**config.mk**
```make
export PLATFORM = sky130hd
export DESIGN_NAME = hses_extra_status
export DESIGN_NICKNAME = d
export VERILOG_FILES = /design/src/design/hses_pkg.sv /design/src/design/hses_sticky.sv /design/src/design/hses_extra_status.sv
export SDC_FILE = /design/constraint.sdc
export NUM_CORES = 1
export LEC_CHECK = 0
export BUFFER_PORTS_ARGS = -buffer_cell sky130_fd_sc_hd__buf_2
export CAP_MARGIN = 25
export CORE_UTILIZATION = 46
export CTS_BUF_LIST = sky130_fd_sc_hd__clkbuf_8
export CTS_CLUSTER_DIAMETER = 150
export CTS_CLUSTER_SIZE = 40
export DETAILED_ROUTE_END_ITERATION = 10
export MAX_ROUTING_LAYER = met4
export PLACE_DENSITY = 0.95
export SLEW_MARGIN = 25
export SYNTH_ARGS = -nofsm -noshare
export SYNTH_HDL_FRONTEND = slang
export SYNTH_SLANG_ARGS = --single-unit
```
**constraint.sdc**
```tcl
create_clock -name i_sys_clk -period 2.22 [get_ports i_sys_clk]
set_clock_uncertainty 0.15 [all_clocks]
set_input_delay 0 -clock i_sys_clk [delete_from_list [all_inputs] [get_ports i_sys_clk]]
set_output_delay 0 -clock i_sys_clk [all_outputs]
set_load 0.01 [all_outputs]
```
**src/design/hses_pkg.sv**
```systemverilog
// Package for the hot swap extra status register block
package hses_pkg;
  // Command code of the extra status register
  localparam logic [7:0] HSES_CMD_EXTRA_STATUS = 8'h80;
  // Reset value of the register
  localparam logic [7:0] HSES_RESET_VALUE = 8'h00;
  // Bit positions
  localparam int HSES_BIT_SHORT = 7;
  localparam int HSES_BIT_UV = 6;
  localparam int HSES_BIT_OV = 5;
  localparam int HSES_BIT_AUX = 4;
  localparam int HSES_BIT_LIMIT = 3;
  localparam int HSES_BIT_WARN2 = 0;
  // Status word bit carrying the summary
  localparam int HSES_SUMMARY_BIT = 12;
  // Shutdown reason codes
  typedef enum logic [1:0] {
    HSES_CAUSE_NONE = 2'h0,
    HSES_CAUSE_OC = 2'h1,
    HSES_CAUSE_UV = 2'h2,
    HSES_CAUSE_OV = 2'h3
  } hses_cause_t;
  // Raw events and live levels from the surrounding device
  typedef struct packed {
    logic short_seen;
    logic uv_live;
    logic ov_live;
    logic aux_any;
    logic limiting;
    logic oc_timed;
    logic uv_fault;
    logic ov_fault;
  } hses_evt_t;
  // Register byte layout
  typedef struct packed {
    logic pass_switch_suspect_short;
    logic undervolt_compare_live;
    logic overvolt_compare_live;
    logic aux_voltage_summary;
    logic current_limit_active_flag;
    hses_cause_t shutdown_reason;
    logic second_current_warning;
  } hses_reg_t;
endpackage : hses_pkg

```
**src/design/hses_sticky.sv**
```systemverilog
// Sticky flag with set winning over clear
`timescale 1ns/10ps
module hses_sticky (
  input wire logic i_sys_clk,
  input wire logic i_resetn,
  input wire logic i_set,
  input wire logic i_clear,
  output logic o_flag
);
  // Flag register, set has priority over clear
  always_ff @(posedge i_sys_clk) begin
    if (!i_resetn) begin
      o_flag <= 1'h0;
    end else if (i_set) begin
      o_flag <= 1'h1;
    end else if (i_clear) begin
      o_flag <= 1'h0;
    end
  end
endmodule : hses_sticky

```
**src/design/hses_extra_status.sv**
```systemverilog
// Hot swap extra status register with summary and read port
//
// Contract
// - bit 7 latches suspected shorted pass switch
// - bit 6 live undervoltage comparator level
// - bit 5 live overvoltage comparator level
// - bit 4 latches any aux status active
// - bit 3 latches immediately on current limiting
// - timed overcurrent only after full timer
// - bits 2:1 hold latched shutdown cause
// - bit 0 latches second current warning crossing
// - read-only at 0x80, resets to 0x00
// - status word bit 12 summarises register
`timescale 1ns/10ps
module hses_extra_status (
  input wire logic i_sys_clk,
  input wire logic i_resetn,
  input wire hses_pkg::hses_evt_t i_evt,
  input wire logic [11:0] i_current_code,
  input wire logic [11:0] i_second_current_threshold,
  input wire logic i_second_warn_polarity_select,
  input wire logic i_clear_faults,
  input wire logic [7:0] i_cmd_code,
  input wire logic i_read_req,
  output logic [7:0] o_read_data,
  output logic o_read_hit,
  output logic o_vendor_status_summary
);
  import hses_pkg::*;

  // Latched flags, one per sticky bit, and the live second warning compare
  logic short_flag; // Suspected shorted pass switch seen
  logic aux_flag; // Some aux voltage status was active
  logic limit_flag; // Current limiting was seen
  logic warn2_flag; // Second current warning was seen
  logic warn2_cross; // Live second warning compare result
  // Shutdown reason state and its next value
  hses_cause_t cause_reg; // Latched shutdown reason
  hses_cause_t cause_next; // Next shutdown reason
  // Register byte as a host would read it now
  hses_reg_t view; // Assembled register byte

  // Second warning compare, polarity picks over or under
  always_comb begin
    if (i_second_warn_polarity_select) begin
      warn2_cross = i_current_code > i_second_current_threshold;
    end else begin
      warn2_cross = i_current_code < i_second_current_threshold;
    end
  end

  // Sticky flags, one instance per latched bit
  // Bit 7, suspected short of the pass switch
  hses_sticky u_short (
    .i_sys_clk(i_sys_clk), .i_resetn(i_resetn),
    .i_set(i_evt.short_seen), .i_clear(i_clear_faults),
    .o_flag(short_flag));
  // Bit 4, summary of the aux voltage status
  hses_sticky u_aux (
    .i_sys_clk(i_sys_clk), .i_resetn(i_resetn),
    .i_set(i_evt.aux_any), .i_clear(i_clear_faults),
    .o_flag(aux_flag));
  // Bit 3, untimed current limiting
  hses_sticky u_limit (
    .i_sys_clk(i_sys_clk), .i_resetn(i_resetn),
    .i_set(i_evt.limiting), .i_clear(i_clear_faults),
    .o_flag(limit_flag));
  // Bit 0, second current warning; set again while still crossing
  hses_sticky u_warn2 (
    .i_sys_clk(i_sys_clk), .i_resetn(i_resetn),
    .i_set(warn2_cross), .i_clear(i_clear_faults),
    .o_flag(warn2_flag));

  // Shutdown reason next value; a new cause overwrites, OV first
  always_comb begin
    if (i_evt.ov_fault) begin
      cause_next = HSES_CAUSE_OV;
    end else if (i_evt.uv_fault) begin
      cause_next = HSES_CAUSE_UV;
    end else if (i_evt.oc_timed) begin
      cause_next = HSES_CAUSE_OC;
    end else if (i_clear_faults) begin
      cause_next = HSES_CAUSE_NONE;
    end else begin
      cause_next = cause_reg;
    end
  end

  // Shutdown reason register
  always_ff @(posedge i_sys_clk) begin
    if (!i_resetn) begin
      cause_reg <= HSES_CAUSE_NONE;
    end else begin
      cause_reg <= cause_next;
    end
  end

  // Assemble register view; comparator bits are live
  always_comb begin
    view.pass_switch_suspect_short = short_flag;
    view.undervolt_compare_live = i_evt.uv_live;
    view.overvolt_compare_live = i_evt.ov_live;
    view.aux_voltage_summary = aux_flag;
    view.current_limit_active_flag = limit_flag;
    view.shutdown_reason = cause_reg;
    view.second_current_warning = warn2_flag;
  end

  // Read decode; combinational hit flag
  assign o_read_hit = i_read_req && (i_cmd_code == HSES_CMD_EXTRA_STATUS);

  // Read data and summary come from flip-flops
  always_ff @(posedge i_sys_clk) begin
    if (!i_resetn) begin
      // Both outputs return to zero while reset is held
      o_read_data <= HSES_RESET_VALUE;
      o_vendor_status_summary <= 1'h0;
    end else begin
      // Summary follows the whole byte with one cycle of lag
      o_vendor_status_summary <= |view;
      if (o_read_hit) begin
        // Only a hit refreshes the data; other codes leave it alone
        o_read_data <= view;
      end
    end
  end
endmodule : hses_extra_status

```
==> results of run 1 <==
[worst max path at each step]
stage,startpoint,to,depth (start not counted)
floorplan,i_second_current_threshold[1],u_warn2.o_flag,7
global placement,i_current_code[1],u_warn2.o_flag,7
detailed placement,i_current_code[1],u_warn2.o_flag,7
CTS,i_evt[0],cause_reg[1],6
global route,i_evt[0],cause_reg[1],6
finish,i_evt[0],cause_reg[1],6
[metal layers]
layer  wire length (um)  track usage [%]
met5                  0                -
met4                 99             15.2
met3                209             5.31
met2               1360             55.6
met1                931             23.7
[cells in the mapped netlist (2+ instances only)]
| cell | instances |
|---|---|
| nor2_1 | 8 |
| ha_1 | 12 |
| nor4_1 | 3 |
| dfxtp_1 | 15 |
| inv_1 | 12 |
| a211oi_1 | 2 |
| a21oi_1 | 18 |
| inv_2 | 3 |
| nand4_1 | 4 |
| nand2_1 | 18 |
[cell families (layout without fill, tap and decap cells)]
logic type	Yosys count	in the layout	synth area share, %
AOI/OAI and AO/OA	25	25	17.4
adders and majority gates	12	12	18.0
buffers and inverters	16	95	7.20
DFF	15	15	36.0
and+or+nand+nor	38	38	21.4
[area by class of cell]
type | count | area (um2) | area share [%]
multi-input combinational | 75 | 474 | 33.9
clock inverter | 1 | 3.75 | 0.269
tap | 25 | 31.3 | 2.24
inverter | 15 | 56.3 | 4.03
clock buffer | 3 | 41.3 | 2.95
sequential | 15 | 300 | 21.5
timing repair buffer | 76 | 490 | 35.1
[repair_timing]
item	in CTS	in global routing
hold endpoints to repair	15	0
hold buffers	22	0
buffers inserted	0	0
[cell usage in the layout (no fill, tap or decap)]
cell / synthesis / layout
a211oi_1: 2 / 2
a21o_1: 1 / 1
a21oi_1: 18 / 18
a31oi_1: 1 / 1
buf_2: 0 / 54
clkbuf_8: 0 / 3
dfxtp_1: 15 / 15
dlygate4sd3_1: 0 / 22
ha_1: 12 / 12
inv_1: 12 / 13
inv_2: 3 / 3
nand2_1: 18 / 18
nand3_1: 1 / 1
nand4_1: 4 / 4
nor2_1: 8 / 8
nor2b_4: 1 / 1
nor3_1: 1 / 1
nor4_1: 3 / 3
o211ai_2: 1 / 1
o21ai_0: 1 / 1
o311ai_0: 1 / 1
or3_1: 1 / 1
or4_1: 1 / 1
[power by group through the flow]
stage / Combinational (mW) / Sequential [mW] / Clock, mW
final: 0.150 / 0.286 / 0.214
after CTS: 0.146 / 0.285 / 0.214
after global placement: 0.105 / 0.290 / 0
after floorplan: 0.0579 / 0.290 / 0
after global routing: 0.165 / 0.287 / 0.226
after detailed placement: 0.113 / 0.291 / 0
[metrics by stage]
stage | utilization [%] | instances | total power [mW] | hold WS, ns
after floorplan | - | 106 | 0.348 | -0.0326
after global routing | 81.8 | 210 | 0.678 | 0.270
final | 81.8 | 210 | 0.650 | 0.221
after detailed placement | 66.3 | 184 | 0.404 | 0.0680
after CTS | 81.8 | 210 | 0.646 | 0.190
after global placement | 66.3 | 184 | 0.395 | 0.0619
[worst max-delay path: cells and delay by family]
kind,cells,cell delay [ns]
buf+inv,4,1.79
compound gates,1,0.19
simple gates,1,0.04
==> metrics.txt, run 1 <==
Initial Util 48.9%; synthesized flop and latch total 15; Clock Sinks 15; post-route cell area 1400 um2; vias in the first global route 1026; Reg-to-Reg End cause_reg[0]; Critical Path Fanout Max 2; Final GP Congestion 0.806; Resized cells post-CTS 0; Worst path slowest cell dlygate4sd3_1; drt first pass iters 4; vias per cell 5.19; Placeable Area 1710 um2; Wirelength per Cell 12.4 um; post-synthesis cell area 835 um2; H-tree Lvls 1; drc violations 0; placed cell area 1130 um2; outcome complete, no violations; DRT antenna net count 0; net count after synthesis 163; Top cell by count, worst path dlygate4sd3_1; clock share of power 33.0%; dpl hpwl 1.66 mm; CTS max path bufs 2; post-layout min period 2.02 ns; Synthesis Warnings 0; average size of a mapped cell 7.87 um2; max-slew violation count 0; P_int 0.489 mW; # fillers 113; DIE AREA 1990 um2; clk_lat worst skew 0.25 ns; Largest register FFs 8; Cell variety after synth 21; PD cells 465 nW/um2; MaxCap Viol Count 0; Hold Crit Class in2reg; first-pass GRT wire length 3.98 mm; initial antenna violation count 0; CP required 2.21 ns; Site Rows 15; clock slew at reported path FFs 0.06 ns; Seq/Total Area, Yosys 36.0%; Flop pwr share 44.0%; flop-to-flop setup slack 0.22 ns; RSZ-0062 raised after global routing no; worst slack at placement 0.578 ns; nets@finish 243; Hold Crit Start i_cmd_code[7]; share of layout cells above drive strength 1 33.5%; DR vias 1090; WHS Endpoint o_read_data[7]; combinational power share 23.1%; Die H 44.6 um; synthesized instance count 106; IO buf count 54; hold path depth 4; Synth async-reset ratio 0%; clock buffer count from CTS 3; total track usage 28.0%; CP startpoint kind input pin; Yosys top cell by area dfxtp_1; Horiz. Die Dim 44.6 um; post-synth top area share 36.0%; top cells by area, synth dfxtp_1, ha_1, a21oi_1, nand2_1, inv_1; Worst VDD drop 260 uV; sw power 0.161 mW; DRT Wirelength 2.60 mm; Worst Path Arrival 2.01 ns; largest net degree at the start of global routing 16; Pleak 0.740 nW; Post-synth EDFFs 0; Antenna Cells 0; Peak Freq 494 MHz; Area Growth Syn to Fin 67.5%; reg2reg start cause_reg[0]; number of hold violations in the final report 0; cells on worst reg2reg path 6; GR Overflow Total 0; crit share post-route 91.2%; I/O Pins 55; Rel. slew slack 74.0%; TNS Setup 0 ns; Worst Max-Slew Pin Slew 0.388 ns; endpoints failing setup 0; cells along the critical path dlygate4sd3_1 -> buf_2 -> a211oi_1 -> dlygate4sd3_1 -> nor2_1 -> dlygate4sd3_1; fin worst setup slack 0.195 ns; DR iter-0 viols 23; Root Driver clkbuf_8; critical path's largest stage delay 0.58 ns; crit path capture type register; Crit Path Class in2reg; CTS tree built; most common flop cell mapped by yosys dfxtp_1; Switching Share 24.8%
Note: power is estimated with default switching activity, not from simulation.
==> run 2: changes to the inputs <==
--- a/config.mk
+++ b/config.mk
@@ -5,9 +5,11 @@
 export SDC_FILE = /design/constraint.sdc
 export NUM_CORES = 1
 export LEC_CHECK = 0
+export ABC_AREA = 1
 export BUFFER_PORTS_ARGS = -buffer_cell sky130_fd_sc_hd__buf_2
 export CAP_MARGIN = 25
-export CORE_UTILIZATION = 46
+export CORE_MARGIN = 5
+export CORE_UTILIZATION = 48
 export CTS_BUF_LIST = sky130_fd_sc_hd__clkbuf_8
 export CTS_CLUSTER_DIAMETER = 150
 export CTS_CLUSTER_SIZE = 40
==> metrics.txt, run 2 <==
outcome complete, no violations (unchanged); crit share post-route 90.2% (was 91.2%); hold path depth 7 (was 4); Root Driver clkbuf_8 (unchanged); Yosys top cell by area dfxtp_1 (unchanged); WHS Endpoint u_warn2.o_flag (was o_read_data[7]); Worst path slowest cell dlygate4sd3_1 (unchanged); top cells by area, synth dfxtp_1, ha_1, inv_1, nor2_1, nand2_1 (was dfxtp_1, ha_1, a21oi_1, nand2_1, inv_1); Die H 54.4 um (was 44.6 um); Hold Crit Start i_second_warn_polarity_select (was i_cmd_code[7]); Clock Sinks 15 (unchanged); number of hold violations in the final report 0 (unchanged); Worst Path Arrival 1.99 ns (was 2.01 ns); clock slew at reported path FFs 0.06 ns (about the same); Rel. slew slack 78.1% (was 74.0%); commonest non-fill, non-tap cell in the layout buf_2 (unchanged); Hold WS 0.00893 ns (was 0.221 ns); ranking of synthesized cells by instance count inv_1, nor2_1, nand2_1, dfxtp_1, ha_1 (was a21oi_1, nand2_1, dfxtp_1, ha_1, inv_1); clk_lat worst skew 0.25 ns (about the same); Area Growth Syn to Fin 56.2% (was 67.5%); Synthesis Warnings 0 (unchanged); Site Rows 16 (was 15); synthesized flop and latch total 15 (unchanged); CP startpoint kind input pin (unchanged); fin worst setup slack 0.217 ns (was 0.195 ns); max-slew violation count 0 (unchanged); delay-heaviest family, CP buffers and inverters (unchanged); Initial Util 49.2% (was 48.9%); post-layout util 76.8% (was 81.8%); CTS tree built (unchanged); Crit Path Class in2reg (unchanged); TNS Setup 0 ns (unchanged); synthesized instance count 138 (was 106); cells along the critical path dlygate4sd3_1 -> buf_2 -> a21oi_1 -> dlygate4sd3_1 -> nor2_1 -> dlygate4sd3_1 (was dlygate4sd3_1 -> buf_2 -> a211oi_1 -> dlygate4sd3_1 -> nor2_1 -> dlygate4sd3_1); Horiz. Die Dim 54.4 um (was 44.6 um); endpoints failing setup 0 (unchanged); Placeable Area 1920 um2 (was 1710 um2); largest net degree at the start of global routing 11 (was 16); # fillers 137 (was 113); crit path capture type register (unchanged); net count after synthesis 195 (was 163); Synth async-reset ratio 0% (unchanged); DR iter-0 viols 26 (was 23); GR Overflow Total 0 (unchanged); Reg-to-Reg End u_aux.o_flag (was cause_reg[0]); DIE AREA 2960 um2 (was 1990 um2); reg2reg start u_aux.o_flag (was cause_reg[0]); most common flop cell mapped by yosys dfxtp_1 (unchanged); nets@finish 272 (was 243); Peak Freq 499 MHz (was 494 MHz); clock buffer count from CTS 3 (unchanged); commonest cells after routing, fill and taps aside buf_2, inv_1, nor2_1, nand2_1, dlygate4sd3_1 (was buf_2, dlygate4sd3_1, nand2_1, a21oi_1, dfxtp_1); MaxCap Viol Count 0 (unchanged); RSZ-0062 raised after global routing no (unchanged); post-synthesis cell area 945 um2 (was 835 um2); Largest register FFs 8 (unchanged); post-synth top area share 31.8% (was 36.0%); critical path's largest stage delay 0.60 ns (was 0.58 ns); Critical Path Start i_evt[4] (was i_evt[0]); vias per cell 4.79 (was 5.19); vias in the first global route 1163 (was 1026); drt first pass iters 4 (unchanged); Resized cells post-CTS 0 (unchanged); dpl hpwl 1.87 mm (was 1.66 mm); DRT antenna net count 0 (unchanged); CTS max path bufs 2 (unchanged); PD cells 450 nW/um2 (was 465 nW/um2); H-tree Lvls 1 (unchanged); Critical Path Fanout Max 1 (was 2); Seq/Total Area, Yosys 31.8% (was 36.0%); Worst VDD drop 324 uV (was 260 uV); total track usage 21.6% (was 28.0%); flop-to-flop setup slack 0.27 ns (was 0.22 ns); Pleak 0.900 nW (was 0.740 nW); share of layout cells above drive strength 1 29.0% (was 33.5%); WP buf/inv 4 (unchanged); average size of a mapped cell 6.85 um2 (was 7.87 um2); Post-synth EDFFs 0 (unchanged); Wirelength per Cell 11.9 um (was 12.4 um); cells on worst reg2reg path 4 (was 6); initial antenna violation count 0 (unchanged); DR vias 1160 (was 1090); IO buf count 54 (unchanged); I/O Pins 55 (unchanged); post-layout min period 2.00 ns (was 2.02 ns); Worst Max-Slew Pin Slew 0.325 ns (was 0.388 ns); drc violations 0 (unchanged); Top cell by count, worst path dlygate4sd3_1 (unchanged); most frequent cell after synthesis inv_1; first-pass GRT wire length 4.55 mm (was 3.98 mm); DRT Wirelength 2.89 mm (was 2.60 mm); Hold Crit Class in2reg (unchanged); Final GP Congestion 0.818 (was 0.806); worst slack at placement 0.908 ns (was 0.578 ns); CP required 2.20 ns (was 2.21 ns); Cell variety after synth 17 (was 21)
==> run 2: cell count changes after synthesis, sizes merged, moves of 3 or more <==
cell   change
nand3      +3
nor2      +17
o21ai      +7
a21oi      -8
inv       +15
nand2      +6
==> run 2: how the worst max path moves through the flow <==
| stage | end | cells past startpoint | slack (ns) |
|---|---|---|---|
| after floorplan | u_warn2.o_flag | 13 | 1.08 |
| after global placement | u_warn2.o_flag | 14 | 0.95 |
| after detailed placement | u_warn2.o_flag | 14 | 0.91 |
| after CTS | cause_reg[0] | 7 | 0.24 |
| after global routing | cause_reg[0] | 7 | 0.07 |
| final | u_aux.o_flag | 6 | 0.22 |
==> run 2: what timing repair did <==
item                                    4_1_cts  5_1_grt
endpoints found under the setup margin        0        0
endpoints found under the hold margin        15        0
hold buffers                                 19        0
buffers inserted                              0        0
==> run 2: layer usage <==
metal / vias up / wire (um) / global-route usage, %
met5: - / 0 / -
li1: 580 / - / -
met1: 522 / 1100 / 22.1
met2: 48 / 1540 / 40.6
met4: 0 / 92 / 9.96
met3: 10 / 160 / 2.18
==> run 2: area by class of cell <==
type	count	area, um2	area share (%)
sequential	15	300	20.4
multi-input combinational	91	512	34.7
inverter	31	121	8.23
antenna	1	2.50	0.170
tap	27	33.8	2.29
clock inverter	1	3.75	0.254
timing repair buffer	73	460	31.2
clock buffer	3	41.3	2.80
==> run 2: power by group <==
group	switching, mW	leakage, nW	internal, mW	total (mW)
Clock	0.102	0.0269	0.123	0.224
Combinational	0.0687	0.750	0.0841	0.153
Sequential	0.00720	0.123	0.279	0.286
==> run 2: logic make-up after synthesis <==
family,share of synthesized area (%)
simple gates,27.9
buf+inv,14.0
flops,31.8
fa+ha+maj,15.9
compound gates,10.3
==> run 2: tightest hold or removal path, stage by stage <==
cell and delay, ns:
buf_2 0.09, nand2_1 0.05, inv_1 0.05, nand2_1 0.05, nand3_1 0.06, nand2_1 0.05, inv_1 0.04
==> run 2: metrics by stage <==
stage / power (mW) / std cells / instance area, um2
2_1_floorplan: 0.360 / 138 / 945
3_3_place_gp: 0.410 / 218 / 1240
3_5_place_dp: 0.413 / 218 / 1240
4_1_cts: 0.648 / 241 / 1470
5_1_grt: 0.694 / 241 / 1470
6_report: 0.663 / 242 / 1480
==> run 3: changes to the inputs <==
--- a/config.mk
+++ b/config.mk
@@ -14,9 +14,11 @@
 export CTS_CLUSTER_DIAMETER = 150
 export CTS_CLUSTER_SIZE = 40
 export DETAILED_ROUTE_END_ITERATION = 10
+export HOLD_SLACK_MARGIN = 0.02
 export MAX_ROUTING_LAYER = met4
 export PLACE_DENSITY = 0.95
 export SLEW_MARGIN = 25
 export SYNTH_ARGS = -nofsm -noshare
 export SYNTH_HDL_FRONTEND = slang
+export SYNTH_HIERARCHICAL = 1
 export SYNTH_SLANG_ARGS = --single-unit
==> metrics.txt, run 3 <==
outcome complete, no violations (unchanged); largest family of logic cells by synthesized area simple AND/OR/NAND/NOR gates (unchanged); CP startpoint kind input pin (unchanged); Synth async-reset ratio 0% (unchanged); Adder-Cell Fraction of Synth Area 15.6% (was 15.9%); Horiz. Die Dim 54.8 um (was 54.4 um); TNS Setup 0 ns (unchanged); GR Overflow Total 0 (unchanged); synthesized instance count 145 (was 138); setup bufs post-CTS 0 (unchanged); Critical Path Fanout Max 2 (was 1); vias in the first global route 964 (was 1163); Post-Synth Simple-Gate Area 25.4% (was 27.9%); DRT Wirelength 2.45 mm (was 2.89 mm); Initial Util 49.7% (was 49.2%); Placeable Area 1940 um2 (was 1920 um2); Clock Sinks 15 (unchanged); clock buffer count from CTS 3 (unchanged); Die H 54.8 um (was 54.4 um); first-pass GRT wire length 3.64 mm (was 4.55 mm); vias per cell 4.50 (was 4.79); CTS max path bufs 2 (unchanged); total track usage 17.6% (was 21.6%); mux contribution to synthesized area 0% (unchanged); Peak Freq 515 MHz (was 499 MHz); Wirelength per Cell 9.87 um (was 11.9 um); Final GP Congestion 0.764 (was 0.818); DIE AREA 3010 um2 (was 2960 um2); critical path's largest stage delay 0.55 ns (was 0.60 ns); DR iter-0 viols 10 (was 26); Crit Path Class in2reg (unchanged); Worst Max-Slew Pin Slew 0.276 ns (was 0.325 ns); IO buf count 54 (unchanged); endpoints failing setup 0 (unchanged); nets@finish 279 (was 272); ranking of synthesized cells by instance count inv_1, nand2_1, nor2_1, dfxtp_1, ha_1 (was inv_1, nor2_1, nand2_1, dfxtp_1, ha_1); top cells by area, synth dfxtp_1, ha_1, inv_1, nand2_1, nor2_1 (was dfxtp_1, ha_1, inv_1, nor2_1, nand2_1); Synth Area in XOR/XNOR 0% (unchanged); initial antenna violation count 0 (unchanged); Cell variety after synth 16 (was 17); cells along the critical path dlygate4sd3_1 -> buf_2 -> inv_1 -> a21oi_1 -> dlygate4sd3_1 -> a21oi_1 -> dlygate4sd3_1 (was dlygate4sd3_1 -> buf_2 -> a21oi_1 -> dlygate4sd3_1 -> nor2_1 -> dlygate4sd3_1); post-synth top area share 31.1% (was 31.8%); flop-to-flop setup slack 0.89 ns (was 0.27 ns); net count after synthesis 202 (was 195); drc violations 0 (unchanged); largest net degree at the start of global routing 14 (was 11); I/O Pins 55 (unchanged); Worst VDD drop 368 uV (was 324 uV); Hold Crit Class in2reg (unchanged); # fillers 161 (was 137); DRT antenna net count 0 (unchanged); CP required 2.27 ns (was 2.20 ns); average size of a mapped cell 6.65 um2 (was 6.85 um2); DR vias 1116 (was 1160); Seq/Total Area, Yosys 31.1% (was 31.8%); most common flop cell mapped by yosys dfxtp_1 (unchanged); crit path capture type register (unchanged); Worst path slowest cell dlygate4sd3_1 (unchanged); Post-synth EDFFs 0 (unchanged); Largest register FFs 8 (unchanged); Rel. slew slack 81.4% (was 78.1%); dpl hpwl 1.90 mm (was 1.87 mm); post-synthesis cell area 965 um2 (was 945 um2); drt first pass iters 4 (unchanged); Root Driver clkbuf_8 (unchanged); RSZ-0062 raised after global routing no (unchanged); synthesized flop and latch total 15 (unchanged); Pleak 0.898 nW (was 0.900 nW); clk_lat worst skew 0.25 ns (about the same); clock slew at reported path FFs 0.06 ns (about the same); crit share post-route 87.4% (was 90.2%); MaxCap Viol Count 0 (unchanged); Worst Path Arrival 1.99 ns (about the same); most frequent cell after synthesis inv_1 (unchanged); post-layout min period 1.94 ns (was 2.00 ns); share of layout cells above drive strength 1 29.4% (was 29.0%); max-slew violation count 0 (unchanged); commonest cells after routing, fill and taps aside buf_2, inv_1, nand2_1, nor2_1, dlygate4sd3_1 (was buf_2, inv_1, nor2_1, nand2_1, dlygate4sd3_1); PD cells 447 nW/um2 (was 450 nW/um2); Hold WS 0.0724 ns (was 0.00893 ns); post-synthesis compound-gate area fraction 12.2% (was 10.3%); commonest non-fill, non-tap cell in the layout buf_2 (unchanged); Area Growth Syn to Fin 54.9% (was 56.2%); Synthesis Warnings 6 (was 0); Top cell by count, worst path dlygate4sd3_1 (unchanged); CTS tree built (unchanged); Yosys top cell by area dfxtp_1 (unchanged); Resized cells post-CTS 0 (unchanged); H-tree Lvls 1 (unchanged); Antenna Cells 0 (was 1); Site Rows 16 (unchanged); number of hold violations in the final report 0 (unchanged)
==> run 3: cell count changes after synthesis <==
| cell | change |
|---|---|
| a21oi_2 | +4 |
| inv_2 | -1 |
| inv_1 | +9 |
| nand3_4 | -1 |
| nand4_1 | +1 |
| a21oi_1 | -3 |
| nand2_2 | +1 |
| nor2_1 | -2 |
| or2_1 | -2 |
| nand3_1 | -1 |
| nand2_1 | +3 |
| buf_6 | -1 |
==> run 3: worst paths after layout <==
kind | depth (start not counted) | startpoint | endpoint
setup reg to reg | 3 | cause_reg[1] | cause_reg[1]
hold reg to reg | 2 | o_read_data[7] | o_read_data[7]
setup / recovery | 7 | i_evt[1] | cause_reg[0]
hold / removal | 5 | i_cmd_code[6] | o_read_data[7]
==> run 3: kinds of logic (layout without fill, tap and decap cells) <==
| family | count (synthesis) | count (layout) |
|---|---|---|
| fa+ha+maj | 12 | 12 |
| compound gates | 20 | 20 |
| flops | 15 | 15 |
| buf+inv | 39 | 115 |
| simple gates | 59 | 59 |
==> run 3: layer usage <==
metal	part of all wire [%]	GRT usage, %
met1	40	17.2
met2	51	32.3
met3	7.4	3.54
met4	1.6	8.71
met5	0	-
==> run 3: timing repair <==
| action | 4_1_cts | 5_1_grt |
|---|---|---|
| endpoints found under the hold margin | 15 | 0 |
| endpoints found under the setup margin | 0 | 0 |
| hold buffers | 18 | 0 |
==> run 3: critical path: cells and delay by family <==
kind	cells	cell delay (ns)
buffers and inverters	5	1.80
AOI/OAI and AO/OA	2	0.18
==> run 3: through the flow <==
step / instance area (um2) / setup WS (ns) / utilization (%) / total power, mW / std cells
after detailed placement: 1270 / 0.851 / 65.3 / 0.422 / 226
final: 1490 / 0.280 / 76.9 / 0.667 / 248
after CTS: 1490 / 0.270 / 76.9 / 0.667 / 248
after global routing: 1490 / 0.167 / 76.9 / 0.706 / 248
after floorplan: 965 / 1.04 / - / 0.364 / 145
after global placement: 1270 / 0.909 / 65.3 / 0.417 / 226
==> run 3: layout make-up <==
cell class | count | area (um2) | share of cell area (%)
Clock buffer | 3 | 41.3 | 2.76
Clock inverter | 1 | 3.75 | 0.251
Inverter | 39 | 151 | 10.1
Multi-Input combinational cell | 91 | 513 | 34.3
Sequential cell | 15 | 300 | 20.1
Tap cell | 27 | 33.8 | 2.26
Timing Repair Buffer | 72 | 450 | 30.2
==> run 3: report_power, final <==
group          internal (mW)  switching, mW
combinational         0.0888         0.0700
sequential             0.279        0.00691
clock                  0.123         0.0997
